File: config.mk
export PLATFORM = sky130hd
export DESIGN_NAME = msc_sys_ctrl
export DESIGN_NICKNAME = d
export VERILOG_FILES = /design/src/design/msc_pkg.sv /design/src/design/msc_sys_ctrl.sv
export VERILOG_INCLUDE_DIRS = /design/src /design/src/design
export SDC_FILE = /design/constraint.sdc
export NUM_CORES = 1
export LEC_CHECK = 0
export ABC_AREA = 1
export BUFFER_PORTS_ARGS = -buffer_cell sky130_fd_sc_hd__buf_2
export CAP_MARGIN = 20
export CORE_ASPECT_RATIO = 0.7
export CORE_UTILIZATION = 40
export CTS_CLUSTER_SIZE = 40
export DETAILED_ROUTE_END_ITERATION = 6
export PLACE_DENSITY = 0.64
export SYNTH_ARGS = -nofsm -noshare
export SYNTH_HDL_FRONTEND = slang
export SYNTH_SLANG_ARGS = --single-unit
File: constraint.sdc
create_clock -name sys_clk -period 4.2 [get_ports sys_clk]
set_clock_uncertainty 0.15 [all_clocks]
set_input_delay 0.84 -clock sys_clk [delete_from_list [all_inputs] [get_ports sys_clk]]
set_output_delay 0.84 -clock sys_clk [all_outputs]
set_load 0.02 [all_outputs]
File: src/design/msc_regs.svh
`ifndef MSC_REGS_SVH
`define MSC_REGS_SVH
// System clock rate in Hz
`define MSC_CLK_HZ 10000000
// Register indices; byte address is four times the index
`define MSC_IDX_TCTL 8'hF1
`define MSC_IDX_TINIT 8'hF2
`define MSC_IDX_PRE 8'hF3
`define MSC_IDX_IPR 8'hF9
`define MSC_IDX_IRQ 8'hFA
`define MSC_IDX_IMR 8'hFB
// Field positions
`define MSC_TCTL_RUN 0
`define MSC_TCTL_LOAD 1
`define MSC_TCTL_CONT 2
`define MSC_IRQ_WDHALT 5
`define MSC_IRQ_WARM 6
`define MSC_IRQ_HOT 7
`define MSC_IMR_GLOBAL 7
// Reset values
`define MSC_IMR_RST 8'h00
`define MSC_IPR_RST 3'h0
`define MSC_PRE_RST 6'h00
`define MSC_TINIT_RST 8'h00
`define MSC_WDHALT_RST 1'b1
`define MSC_PIN_RST 14'h3FFF
// Timing: watchdog and power-on one-shot last N / f seconds
`define MSC_WDT_DIV 294912
`define MSC_POR_DIV 589824
`define MSC_WDT_CLKS (`MSC_WDT_DIV)
`define MSC_POR_CLKS (`MSC_POR_DIV)
`define MSC_POR_BYPASS_HZ 4000000
// Program memory addresses
`define MSC_RESTART_ADDR 16'h000C
`endif

File: src/design/msc_pkg.sv
package msc_pkg;
  // Power and execution state
  typedef enum logic [1:0] {PWR_POR, PWR_RUN, PWR_HALT, PWR_STOP} msc_pwr_t;
  // Timer control word, bit order as in the register
  typedef struct packed {
    logic cont;
    logic load;
    logic run;
  } msc_tctl_t;
  // Upper flags of the interrupt request register
  typedef struct packed {
    logic hot;
    logic warm;
    logic wdHalt;
  } msc_flags_t;
endpackage : msc_pkg

File: src/design/msc_sys_ctrl.sv
// Our own choice: register access over Avalon-MM.
`timescale 1ns/1ps
`include "msc_regs.svh"
// Contract
// RL1 - Six-bit prescaler divides by 1 to 64
// RL2 - Counter decrements per prescaler overflow, 1-256
// RL3 - Timer request when both reach end
// RL4 - Start, stop, continue or reload commands
// RL5 - Single pass halts; continuous mode reloads
// RL6 - Counter readable undisturbed; prescaler not readable
// RL7 - Five sources: four pins, one timer
// RL8 - Global and per-source mask bits
// RL9 - Priority encoder set by priority register
// RL10 - Grant disables interrupts, then vectors
// RL11 - Vector is two bytes, 16-bit address
// RL12 - Requests recorded while masked for polling
// RL13 - Retriggerable watchdog resets device on terminal
// RL14 - Software refreshes watchdog within each period
// RL15 - Watchdog timeout is 294912 clock periods
// RL16 - Hot flag set by watchdog, read-clear
// RL17 - Bit five keeps watchdog running in HALT
// RL18 - Power-on one-shot 589824 clocks, bypass rule
// RL19 - HALT gates CPU clock; interrupts end it
// RL20 - STOP ended by falling row or host edge
// RL21 - Software issues NOP before STOP or HALT
// RL22 - Warm flag set on STOP entry, read-clear
module msc_sys_ctrl #(
  parameter int WDT_CYCLES = `MSC_WDT_CLKS,
  parameter int POR_CYCLES = `MSC_POR_CLKS,
  parameter bit WDT_MASK_EN = 1'b1
) (
  // Clock and reset
  input wire logic sys_clk,
  input wire logic rst_n,
  // Avalon-MM slave
  input wire logic [9:0] avsAddress,
  input wire logic avsRead,
  input wire logic avsWrite,
  input wire logic [31:0] avsWriteData,
  output logic [31:0] avsReadData,
  output logic avsWaitRequest,
  // Pins from outside
  input wire logic [3:0] extIntPin,
  input wire logic [7:0] rowPin,
  input wire logic hostDataPin,
  input wire logic powerGood,
  // CPU core side
  input wire logic cpuIntTake,
  input wire logic cpuWdtRefresh,
  input wire logic cpuHaltReq,
  input wire logic cpuStopReq,
  output logic cpuClkEn,
  output logic cpuRstHold,
  output logic intPending,
  output logic [15:0] vectorAddr,
  output logic [15:0] resumeAddr,
  output msc_pkg::msc_pwr_t pwrState
);
  import msc_pkg::*;

  localparam int WW = $clog2(WDT_CYCLES + 1);
  localparam int PW = $clog2(POR_CYCLES + 1);
  localparam bit POR_BYPASS = (`MSC_CLK_HZ == `MSC_POR_BYPASS_HZ);

  // Counters below need at least two states to mean anything
  if (WDT_CYCLES < 2 || POR_CYCLES < 2) begin : g_chk
    $error("msc_sys_ctrl: cycle counts below two");
  end

  // Address match against a register index
  function automatic logic isReg(input logic [9:0] a, input logic [7:0] idx);
    return a == {idx, 2'b00};
  endfunction : isReg

  // Rotating priority pick: search starts at the source named by prio
  function automatic logic [2:0] pickSrc(input logic [4:0] req, input logic [2:0] prio);
    logic [2:0] idx;
    logic [2:0] res;
    idx = (prio > 3'h4) ? 3'h0 : prio;
    res = idx;
    for (int k = 4; k >= 0; k--) begin
      if (req[(int'(idx) + k) % 5]) begin
        res = 3'((int'(idx) + k) % 5);
      end
    end
    return res;
  endfunction : pickSrc

  // Vector slot of a source: two bytes each from address zero
  function automatic logic [15:0] vecOf(input logic [2:0] src);
    return {12'h000, src, 1'b0};
  endfunction : vecOf

  msc_pwr_t pwrReg;
  msc_tctl_t tctlReg;
  msc_flags_t flagReg;
  logic [13:0] pinMeta;
  logic [13:0] pinSync;
  logic [13:0] pinLast;
  logic [5:0] preReg;
  logic [5:0] preCnt;
  logic [7:0] initReg;
  logic [7:0] cntReg;
  logic [7:0] imrReg;
  logic [2:0] iprReg;
  logic [2:0] pickReg;
  logic [4:0] reqVec;
  logic [4:0] srcEvt;
  logic [WW-1:0] wdtCnt;
  logic [PW-1:0] porCnt;
  logic waitReg;
  logic [7:0] rdMux;
  logic wrAcc;
  logic rdAcc;
  logic tick;
  logic preOvf;
  logic endCount;
  logic wdtRun;
  logic wdtFire;
  logic porDone;
  logic pgRise;
  logic sysRst;
  logic stopWake;
  logic [4:0] enReq;
  logic grant;

  // Pins cross into the clock domain; a third stage feeds edge detection
  always_ff @(posedge sys_clk or negedge rst_n) begin
    if (!rst_n) begin
      pinMeta <= `MSC_PIN_RST;
      pinSync <= `MSC_PIN_RST;
      pinLast <= `MSC_PIN_RST;
    end else begin
      pinMeta <= {powerGood, hostDataPin, rowPin, extIntPin};
      pinSync <= pinMeta;
      pinLast <= pinSync;
    end
  end

  // Edge events from the synchronised pins
  assign pgRise = pinSync[13] & ~pinLast[13];
  assign stopWake = |(~pinSync[12:4] & pinLast[12:4]); // [RL20]
  assign sysRst = wdtFire | pgRise; // [RL13]

  // Bus handshake: one wait state, then the access is taken
  assign wrAcc = avsWrite & ~waitReg;
  assign rdAcc = avsRead & ~waitReg;

  always_ff @(posedge sys_clk or negedge rst_n) begin
    if (!rst_n) begin
      waitReg <= 1'b1;
    end else begin
      waitReg <= ~((avsRead | avsWrite) & waitReg);
    end
  end

  // Read data is captured while waitrequest is still high
  always_comb begin
    rdMux = 8'h00;
    if (isReg(avsAddress, `MSC_IDX_TCTL)) begin
      rdMux = {5'h00, tctlReg.cont, 1'b0, tctlReg.run};
    end else if (isReg(avsAddress, `MSC_IDX_TINIT)) begin
      rdMux = cntReg; // [RL6]
    end else if (isReg(avsAddress, `MSC_IDX_IPR)) begin
      rdMux = {5'h00, iprReg};
    end else if (isReg(avsAddress, `MSC_IDX_IRQ)) begin
      rdMux = {flagReg, reqVec}; // [RL12]
    end else if (isReg(avsAddress, `MSC_IDX_IMR)) begin
      rdMux = imrReg;
    end
  end

  always_ff @(posedge sys_clk or negedge rst_n) begin
    if (!rst_n) begin
      avsReadData <= 32'h0000_0000;
    end else if (avsRead & waitReg) begin
      avsReadData <= {24'h000000, rdMux};
    end
  end

  // Power state; watchdog and power-good restart the one-shot
  always_ff @(posedge sys_clk or negedge rst_n) begin
    if (!rst_n) begin
      pwrReg <= PWR_POR;
    end else if (sysRst) begin
      pwrReg <= PWR_POR; // [RL18]
    end else begin
      unique case (pwrReg)
        PWR_POR: begin
          if (porDone) begin
            pwrReg <= PWR_RUN;
          end
        end
        PWR_RUN: begin
          if (cpuStopReq) begin
            pwrReg <= PWR_STOP;
          end else if (cpuHaltReq) begin
            pwrReg <= PWR_HALT;
          end
        end
        PWR_HALT: begin
          if (|enReq) begin
            pwrReg <= PWR_RUN; // [RL19]
          end
        end
        PWR_STOP: begin
          if (stopWake) begin
            pwrReg <= POR_BYPASS ? PWR_RUN : PWR_POR; // [RL18] [RL20]
          end
        end
      endcase
    end
  end

  // Power-on one-shot counter runs only in the reset hold state
  assign porDone = porCnt == PW'(POR_CYCLES - 1);

  always_ff @(posedge sys_clk or negedge rst_n) begin
    if (!rst_n) begin
      porCnt <= '0;
    end else if (pwrReg != PWR_POR || sysRst) begin
      porCnt <= '0;
    end else if (!porDone) begin
      porCnt <= porCnt + PW'(1); // [RL18]
    end
  end

  // Watchdog: clocked by sys_clk, frozen in STOP, held at zero during the one-shot
  assign wdtRun = WDT_MASK_EN &&
    (pwrReg == PWR_RUN || (pwrReg == PWR_HALT && flagReg.wdHalt)); // [RL17]
  assign wdtFire = wdtRun && wdtCnt == WW'(WDT_CYCLES - 1); // [RL15]

  always_ff @(posedge sys_clk or negedge rst_n) begin
    if (!rst_n) begin
      wdtCnt <= '0;
    end else if (cpuWdtRefresh || wdtFire || pwrReg == PWR_POR) begin
      wdtCnt <= '0; // [RL13]
    end else if (wdtRun) begin
      wdtCnt <= wdtCnt + WW'(1);
    end
  end

  // Timer ticks every clock while running; no ticks in STOP or in the power-on hold
  assign tick = tctlReg.run && pwrReg != PWR_STOP && pwrReg != PWR_POR;
  assign preOvf = tick && preCnt == 6'h00; // [RL1]
  assign endCount = preOvf && cntReg == 8'h01; // [RL3]

  // Timer control, initial count and prescale registers
  always_ff @(posedge sys_clk or negedge rst_n) begin
    if (!rst_n) begin
      tctlReg <= '0;
      preReg <= `MSC_PRE_RST;
      initReg <= `MSC_TINIT_RST;
    end else if (sysRst) begin
      tctlReg <= '0;
      preReg <= `MSC_PRE_RST;
      initReg <= `MSC_TINIT_RST;
    end else if (wrAcc && isReg(avsAddress, `MSC_IDX_TCTL)) begin
      tctlReg.run <= avsWriteData[`MSC_TCTL_RUN]; // [RL4]
      tctlReg.cont <= avsWriteData[`MSC_TCTL_CONT];
      tctlReg.load <= 1'b0;
    end else begin
      if (endCount && !tctlReg.cont) begin
        tctlReg.run <= 1'b0; // [RL5]
      end
      if (wrAcc && isReg(avsAddress, `MSC_IDX_PRE)) begin
        preReg <= avsWriteData[5:0];
      end
      if (wrAcc && isReg(avsAddress, `MSC_IDX_TINIT)) begin
        initReg <= avsWriteData[7:0];
      end
    end
  end

  // Prescaler counts N-1 down to 0; a code of zero divides by 64
  always_ff @(posedge sys_clk or negedge rst_n) begin
    if (!rst_n) begin
      preCnt <= 6'h3F;
    end else if (sysRst) begin
      preCnt <= 6'h3F;
    end else if (wrAcc && isReg(avsAddress, `MSC_IDX_TCTL) &&
                 avsWriteData[`MSC_TCTL_LOAD]) begin
      preCnt <= preReg - 6'h01; // [RL4]
    end else if (preOvf) begin
      preCnt <= preReg - 6'h01; // [RL1]
    end else if (tick) begin
      preCnt <= preCnt - 6'h01;
    end
  end

  // Down counter; an initial code of zero gives 256 counts
  always_ff @(posedge sys_clk or negedge rst_n) begin
    if (!rst_n) begin
      cntReg <= 8'h00;
    end else if (sysRst) begin
      cntReg <= 8'h00;
    end else if (wrAcc && isReg(avsAddress, `MSC_IDX_TCTL) &&
                 avsWriteData[`MSC_TCTL_LOAD]) begin
      cntReg <= initReg; // [RL4]
    end else if (endCount) begin
      cntReg <= tctlReg.cont ? initReg : 8'h00; // [RL5]
    end else if (preOvf) begin
      cntReg <= cntReg - 8'h01; // [RL2]
    end
  end

  // Request sources: falling pin edges and the timer end of count
  assign srcEvt = {endCount, ~pinSync[3:0] & pinLast[3:0] &
                  {4{pwrReg != PWR_STOP}}}; // [RL7]
  assign enReq = reqVec & imrReg[4:0] & {5{imrReg[`MSC_IMR_GLOBAL]}}; // [RL8]
  assign grant = cpuIntTake && intPending;

  // One sticky request bit per source; a new event beats a grant or software clear
  for (genvar g = 0; g < 5; g++) begin : g_req
    logic bitReg;
    always_ff @(posedge sys_clk or negedge rst_n) begin
      if (!rst_n) begin
        bitReg <= 1'b0;
      end else if (sysRst) begin
        bitReg <= 1'b0;
      end else if (srcEvt[g]) begin
        bitReg <= 1'b1; // [RL12]
      end else if (grant && pickReg == 3'(g)) begin
        bitReg <= 1'b0;
      end else if (wrAcc && isReg(avsAddress, `MSC_IDX_IRQ)) begin
        bitReg <= avsWriteData[g];
      end
    end
    assign reqVec[g] = bitReg;
  end

  // Start flags: hot survives the watchdog reset, both clear on read
  always_ff @(posedge sys_clk or negedge rst_n) begin
    if (!rst_n) begin
      flagReg <= '{hot: 1'b0, warm: 1'b0, wdHalt: `MSC_WDHALT_RST};
    end else begin
      if (wdtFire) begin
        flagReg.hot <= 1'b1; // [RL16]
      end else if (rdAcc && isReg(avsAddress, `MSC_IDX_IRQ) &&
                   avsReadData[`MSC_IRQ_HOT]) begin
        flagReg.hot <= 1'b0;
      end
      if (sysRst) begin
        flagReg.warm <= 1'b0; // [RL22]
      end else if (pwrReg == PWR_RUN && cpuStopReq) begin
        flagReg.warm <= 1'b1; // [RL22]
      end else if (rdAcc && isReg(avsAddress, `MSC_IDX_IRQ) &&
                   avsReadData[`MSC_IRQ_WARM]) begin
        flagReg.warm <= 1'b0;
      end
      if (sysRst) begin
        flagReg.wdHalt <= `MSC_WDHALT_RST;
      end else if (wrAcc && isReg(avsAddress, `MSC_IDX_IRQ)) begin
        flagReg.wdHalt <= avsWriteData[`MSC_IRQ_WDHALT]; // [RL17]
      end
    end
  end

  // Mask and priority registers; a grant drops the global enable
  always_ff @(posedge sys_clk or negedge rst_n) begin
    if (!rst_n) begin
      imrReg <= `MSC_IMR_RST;
      iprReg <= `MSC_IPR_RST;
    end else if (sysRst) begin
      imrReg <= `MSC_IMR_RST;
      iprReg <= `MSC_IPR_RST;
    end else begin
      if (grant) begin
        imrReg[`MSC_IMR_GLOBAL] <= 1'b0; // [RL10]
      end else if (wrAcc && isReg(avsAddress, `MSC_IDX_IMR)) begin
        imrReg <= avsWriteData[7:0]; // [RL8]
      end
      if (wrAcc && isReg(avsAddress, `MSC_IDX_IPR)) begin
        iprReg <= avsWriteData[2:0];
      end
    end
  end

  // Winner and request line to the CPU, one cycle behind the requests
  always_ff @(posedge sys_clk or negedge rst_n) begin
    if (!rst_n) begin
      pickReg <= 3'h0;
      intPending <= 1'b0;
      vectorAddr <= 16'h0000;
    end else begin
      pickReg <= pickSrc(enReq, iprReg); // [RL9]
      intPending <= |enReq && pwrReg == PWR_RUN && !grant;
      vectorAddr <= vecOf(pickSrc(enReq, iprReg)); // [RL11]
    end
  end

  // Restart point after STOP: pending enabled vector, else fixed entry
  always_ff @(posedge sys_clk or negedge rst_n) begin
    if (!rst_n) begin
      resumeAddr <= `MSC_RESTART_ADDR;
    end else if (pwrReg == PWR_STOP && stopWake) begin
      resumeAddr <= |enReq ? vecOf(pickSrc(enReq, iprReg)) : `MSC_RESTART_ADDR; // [RL20]
    end
  end

  // CPU controls trail the power state by one clock
  always_ff @(posedge sys_clk or negedge rst_n) begin
    if (!rst_n) begin
      cpuClkEn <= 1'b0;
      cpuRstHold <= 1'b1;
      pwrState <= PWR_POR;
      avsWaitRequest <= 1'b1;
    end else begin
      cpuClkEn <= pwrReg == PWR_RUN; // [RL19]
      cpuRstHold <= pwrReg == PWR_POR; // [RL18]
      pwrState <= pwrReg;
      avsWaitRequest <= ~((avsRead | avsWrite) & waitReg);
    end
  end
endmodule : msc_sys_ctrl

==> metrics.csv, run 1 <==
stage;metric;value;unit
synthesis;ys_warn_count;0;
clock_network;cts_buffers;17;
final_layout;nets;1135;
route;detail-route-antenna-nets;0;
global_routing;number_of_global_route_vias_before_repair;5844;
job;max-cap-violations;0;
timing;final.setup.tns;0;ns
floorplanning;effective_utilization_at_floorplan;0.410;
setup_path;critPathKind;reg2reg;
clock_network;clock_sinks;152;
setup_path;timing.critical_path.fanout_max;10;
timing;unrepaired_setup_endpoints_after_global_routing;false;
pwr;static-leakage-power;4.32;nW
synthesis;postSynth.asyncResetShare;1.00;
clock_network;cts-resized-gates;0;
floorplanning;die-height;122;µm
clock_network;cts_tree;built;
setup_path;setup.worst_path.end_class;register;
clock_network;hold_buffers;0;
placement;postPlaceCellArea;8610;µm²
synthesis;synth_area_per_cell;8.30;µm²
setup_path;crit_slowest_cell;dfrtp_1;
synthesis;synth_seq_cells;152;
route;detailedRoute.firstIterationViolations;497;
placement;hpwlAfterDp;13500;µm
timing;setup_slack;0.652;ns
pwr;power_per_cell_area;471;nW/µm²
global_routing;grt_overflow;0;
final_layout;final_cell_area;9250;µm²
setup_path;worst_setup_path_startpoint;iprReg[0];
clock_network;cts.reportedPaths.clkPinSlew;0.08;ns
floorplanning;design.die.area;21000;µm²
setup_path;startpoint_type;register;
pwr;total_power;4.36;mW
final_layout;layout-drive-gt1-share;0.165;
synthesis;syn-instance-count;984;
synthesis;yosysSeqAreaShare;0.474;
pwr;ir_worst_vdd;227;µV
timing;clock.fmax;282;MHz
route;drt_drc_violations_left;0;
timing;timing.max_slew.rel_slack;0.288;
timing;final_max_slew_viol_count;0;
floorplanning;placementRows;43;
synthesis;synth_top_cells_by_area;dfrtp_1, dfstp_2, nand2_1;
timing;worst_slew_pin_slew;1.07;ns
setup_path;r2r.worst_path.cells;22;
hold_path;hold_path_startpoint;pinMeta[5];
timing;final_setup_fails;0;
route;via_count;6605;
timing;number_of_endpoints_with_negative_hold_slack_in_the_final_report;0;
floorplanning;area_of_the_core;19900;µm²
clock_network;clock_path_buffers;2;
timing;layout_worst_path_cycle_share;0.845;
synthesis;postSynth.topFlopCell;dfrtp_1;
route;routed_wirelength;18300;µm
synthesis;ys_types;55;
setup_path;critPathArrivalTime;3.77;ns
timing;period_needed;3.55;ns
floorplanning;design.portCount;134;
route;routed_wire_length_per_instance;13.7;µm
final_layout;diodes;0;
global_routing;grt_usage;0.182;
clock_network;clock_insertion_delay_worst_skew;0.44;ns
placement;post_placement_setup_slack;0.729;ns
placement;gp_congestion;0.925;
route;drt-pass1-iter-count;5;
setup_path;crit-reg2reg-launch;iprReg[0];
clock_network;cts-root-buf;clkbuf_16;
status;run_status;finished clean;
final_layout;area.growth.synth_to_final;13.2;%
setup_path;critical_path.most_common_cell;nand2_1;
global_routing;wire_length_of_the_first_global_routing_pass;30000;µm
setup_path;critical_path_required;4.42;ns
global_routing;number_of_antenna_violations_at_the_first_check_in_global_routing;0;
synthesis;synth_edf_count;0;
synthesis;yosys.area.top_type;dfrtp_1;
synthesis;yosysTopAreaCellShare;0.303;
clock_network;postCtsSetupBuffers;0;
setup_path;timing.critical_path.slowest_cell_delay;0.43;ns
route;detail_route.vias_per_cell;4.94;
hold_path;min_path_cells;0;
setup_path;path_cells;nor2_1, nand2_1, inv_1, ha_1, inv_1, nand3_1, nand2_1, inv_1, o21ai_0, o21ai_0, a21oi_1, a21oi_1, nand2_1, inv_1, nor2_1, nor2_1, nor2_1, nand2_1, nand2_1, nand3_1, nand2_1, inv_1;
placement;placement.io_buffers;59;
floorplanning;die_width;173;µm
global_routing;grt_max_degree;93;
synthesis;synthesis.area;8170;µm²
hold_path;min_path_type;reg2reg;
timing;fin_hold_ws;0.207;ns
clock_network;htree_num_levels;4;
[logic make-up (layout without fill, tap and decap cells)]
kind of cell | count (synthesis) | count (layout) | synth area share
AND/OR/NAND/NOR | 380 | 380 | 0.211
AO/OA/AOI/OAI | 196 | 196 | 0.142
buffers and inverters | 219 | 252 | 0.125
XOR/XNOR | 18 | 18 | 0.0202
other | 1 | 50 | 0.000459
adder cells (fa/ha/maj) | 18 | 18 | 0.0276
flip-flops | 152 | 152 | 0.474
[power breakdown]
group	total [mW]	leakage [nW]	internal, mW	switching [mW]
Sequential	1.76	1.88	1.65	0.111
Clock	1.60	0.307	0.837	0.767
Combinational	0.990	2.13	0.304	0.686
[flip-flops by register name, summed over array words and instances (netlist names), 2 cells and up]
register / flops
wdtCnt: 19
pwrState: 2
preCnt: 6
pinLast: 14
resumeAddr: 3
initReg: 8
preReg: 6
iprReg: 3
imrReg: 8
flagReg: 3
pwrReg: 2
porCnt: 20
cntReg: 8
tctlReg: 2
g_req.bitReg: 5
pinMeta: 14
pinSync: 14
vectorAddr: 3
avsReadData: 8
[final timing paths]
check / endpoint / slack, ns
setup / recovery: resumeAddr[2] / 0.65
hold / removal: pinSync[5] / 0.21
setup reg to reg: resumeAddr[2] / 0.65
hold reg to reg: pinSync[5] / 0.21
max in group asynchronous: pinSync[8] / 2.72
min in group asynchronous: avsReadData[5] / 0.29
[cell type report]
cell class | instances | area (µm²)
Multi-Input combinational cell | 662 | 3460
Inverter | 154 | 578
Clock inverter | 15 | 206
Timing Repair Buffer | 66 | 367
Sequential cell | 152 | 3870
Fill cell | 1928 | 10700
Tap cell | 270 | 338
Clock buffer | 17 | 425
[worst max-delay path, delay by kind of cell, from the launching register on]
kind                       cells  cell delay [ns]
and+or+nand+nor               12             1.31
DFF                            1             0.43
buffers and inverters          5             0.52
adders and majority gates      1             0.32
AOI/OAI and AO/OA              4             0.77
[Yosys cell counts, drive strengths merged, types with 2 or more instances]
master and count:
o21a 2, o22ai 15, nand2 180, a211oi 8
a31oi 4, nor3 38, o31ai 4, a21oi 32
a221oi 5, clkbuf 10, a22oi 6, xor2 16
nor2 71, nand3 58, xnor2 2, nand3b 5
ha 18, nor4 9, buf 55, o2111ai 2
o221ai 8, dfstp 53, o21ai 98, dfrtp 99
nand4 13, o211ai 6, or2 2, inv 154
[through the flow]
step	util	instances
after floorplan	-	1033
after global placement	0.433	1304
after detailed placement	0.433	1304
after CTS	0.464	1336
after global routing	0.464	1336
final	0.464	1336
[layer usage]
metal  share of wire  global-route usage
met1            0.52               0.278
met3           0.048              0.0340
met2            0.42               0.261
met5               0                   0
met4          0.0098              0.0503
[layout by cell type, fill, tap and decap left out, drive strengths merged, types with 32 or more instances in the layout]
cell type / n
nand2: 180
inv: 166
dfrtp: 99
o21ai: 98
nor2: 71
buf: 66
nand3: 58
dfstp: 53
conb: 50
nor3: 38
a21oi: 32
No activity file was read; power rests on OpenSTA's default activity.
==> run 2: changes to the inputs <==
==> constraint.sdc (replaced) <==
create_clock -name sys_clk -period 3.43 [get_ports sys_clk]
set_clock_uncertainty 0.15 [all_clocks]
set_input_delay 0.686 -clock sys_clk [delete_from_list [all_inputs] [get_ports sys_clk]]
set_output_delay 0.686 -clock sys_clk [all_outputs]
set_load 0.02 [all_outputs]
==> metrics.csv, run 2 (same netlist as run 1, synthesis figures left out) <==
stage;metric;value;unit
timing;clock.fmax;318;MHz
final_layout;nets;1155;
floorplanning;die-height;122;µm
global_routing;number_of_global_route_vias_before_repair;6028;
setup_path;timing.critical_path.fanout_max;5;
pwr;static-leakage-power;4.42;nW
clock_network;cts-root-buf;clkbuf_16;
final_layout;top_flop_regs;porCnt x20, wdtCnt x19;
final_layout;finalNonFillerCells;1356;
floorplanning;design.die.area;21000;µm²
timing;setup_slack;0.287;ns
clock_network;cts.reportedPaths.clkPinSlew;0.07;ns
clock_network;clock_sinks;152;
placement;hpwlAfterDp;13700;µm
hold_path;min_path_type;in2async;
route;detailedRoute.firstIterationViolations;435;
clock_network;cts_tree;built;
setup_path;r2r.worst_path.cells;27;
global_routing;grt_max_degree;70;
global_routing;wire_length_of_the_first_global_routing_pass;30900;µm
setup_path;setup.worst_path.end_class;register;
timing;final_setup_fails;0;
timing;number_of_endpoints_with_negative_hold_slack_in_the_final_report;0;
setup_path;crit_slowest_cell;dfrtp_2;
global_routing;grt_usage;0.188;
timing;final_max_slew_viol_count;0;
setup_path;path_buf_inv;6;
status;run_status;finished clean;
setup_path;crit_family;simple AND/OR/NAND/NOR gates;
floorplanning;design.portCount;134;
timing;unrepaired_setup_endpoints_after_global_routing;true;
setup_path;critical_path.most_common_cell;nand2_1;
floorplanning;die_width;173;µm
timing;fin_hold_ws;0.0973;ns
route;routed_wirelength;19000;µm
route;drt_drc_violations_left;0;
placement;placement.io_buffers;59;
final_layout;final_common_cell;nand2_1;
pwr;power_per_cell_area;573;nW/µm²
setup_path;timing.critical_path.slowest_cell_delay;0.44;ns
setup_path;critPathArrivalTime;3.36;ns
job;max-cap-violations;0;
timing;timing.max_slew.rel_slack;0.554;
final_layout;diodes;0;
floorplanning;area_of_the_core;19900;µm²
placement;place_inst;1315;
pwr;ir_worst_vdd;331;µV
pwr;total_power;5.40;mW
clock_network;htree_num_levels;4;
setup_path;critPathKind;reg2reg;
clock_network;cts_buffers;17;
setup_path;critical_path_depth;27;
clock_network;clock_path_buffers;2;
setup_path;critical_path_required;3.65;ns
route;routed_wire_length_per_instance;14.0;µm
route;via_count;6648;
placement;gp_congestion;0.868;
final_layout;layout-drive-gt1-share;0.196;
final_layout;area.growth.synth_to_final;15.4;%
clock_network;hold_buffers;0;
clock_network;clock_insertion_delay_worst_skew;0.44;ns
timing;period_needed;3.14;ns
timing;layout_worst_path_cycle_share;0.916;
final_layout;largest_register_ff_count;20;
floorplanning;placementRows;43;
setup_path;startpoint_type;register;
placement;post_placement_setup_slack;0.174;ns
timing;final.setup.tns;0;ns
global_routing;grt_overflow;0;
global_routing;number_of_antenna_violations_at_the_first_check_in_global_routing;0;
route;detail_route.vias_per_cell;4.90;
final_layout;most-common-layout-cells;nand2_1, inv_1, dfrtp_1;
route;drt-pass1-iter-count;5;
final_layout;fillCellCount;1990;
floorplanning;effective_utilization_at_floorplan;0.410;
final_layout;registers.top_by_ff_count;porCnt;
route;detail-route-antenna-nets;0;
timing;worst_slew_pin_slew;0.669;ns
-- run 2: cell count changes in the layout (fill, tap and decap cells not counted), sizes merged --
cell    before  now
buf         66   86
clkbuf      17   20
inv        166  164
clkinv       3    2
-- run 2: worst paths after layout --
path | start | end | slack [ns]
worst min-delay path | rst_n | cntReg[3] | 0.1
worst max register to register | iprReg[0] | resumeAddr[1] | 0.29
min in group sys_clk | rowPin[5] | pinMeta[9] | 0.19
worst min register to register | pinMeta[10] | pinSync[10] | 0.21
max in group asynchronous | rst_n | pinMeta[12] | 2.14
worst max-delay path | iprReg[0] | resumeAddr[1] | 0.29
-- run 2: stage by stage --
stage,instance area [µm²],util
4_1_cts,9320,0.468
5_1_grt,9430,0.474
6_report,9430,0.474
2_1_floorplan,8350,-
3_3_place_gp,8700,0.437
3_5_place_dp,8700,0.437
-- run 2: layout make-up --
type,count,area [µm²],area share
clock buffers,20,489,0.0519
flip-flops and latches,152,3870,0.411
inverters,154,578,0.0613
repair buffers,86,517,0.0548
well taps,270,338,0.0358
multi-input cells,662,3500,0.371
clock inverters,12,133,0.0141
-- run 2: worst reg2reg max path, delay by kind of cell, from the launching register on --
kind	cells	cell delay [ns]
adder cells (fa/ha/maj)	2	0.46
buffers and inverters	6	0.49
flip-flops	1	0.44
AND/OR/NAND/NOR	19	1.56
-- run 2: where the power goes --
part,switching [mW],internal [mW],total [mW]
clock network,0.869,1.08,1.95
registers,0.138,2.02,2.16
logic,0.863,0.423,1.29
-- run 2: per-layer routing --
layer,up-vias,part of all wire,GRT usage
met5,-,0,0
met4,0,0.012,0.0581
met3,21,0.047,0.0378
met2,161,0.42,0.272
met1,3120,0.52,0.281
li1,3346,-,-
-- run 2: repair_timing --
item | in CTS | in global routing
setup endpoints to repair | 0 | 6
setup buffers | 0 | 9
resized for setup | 0 | 18
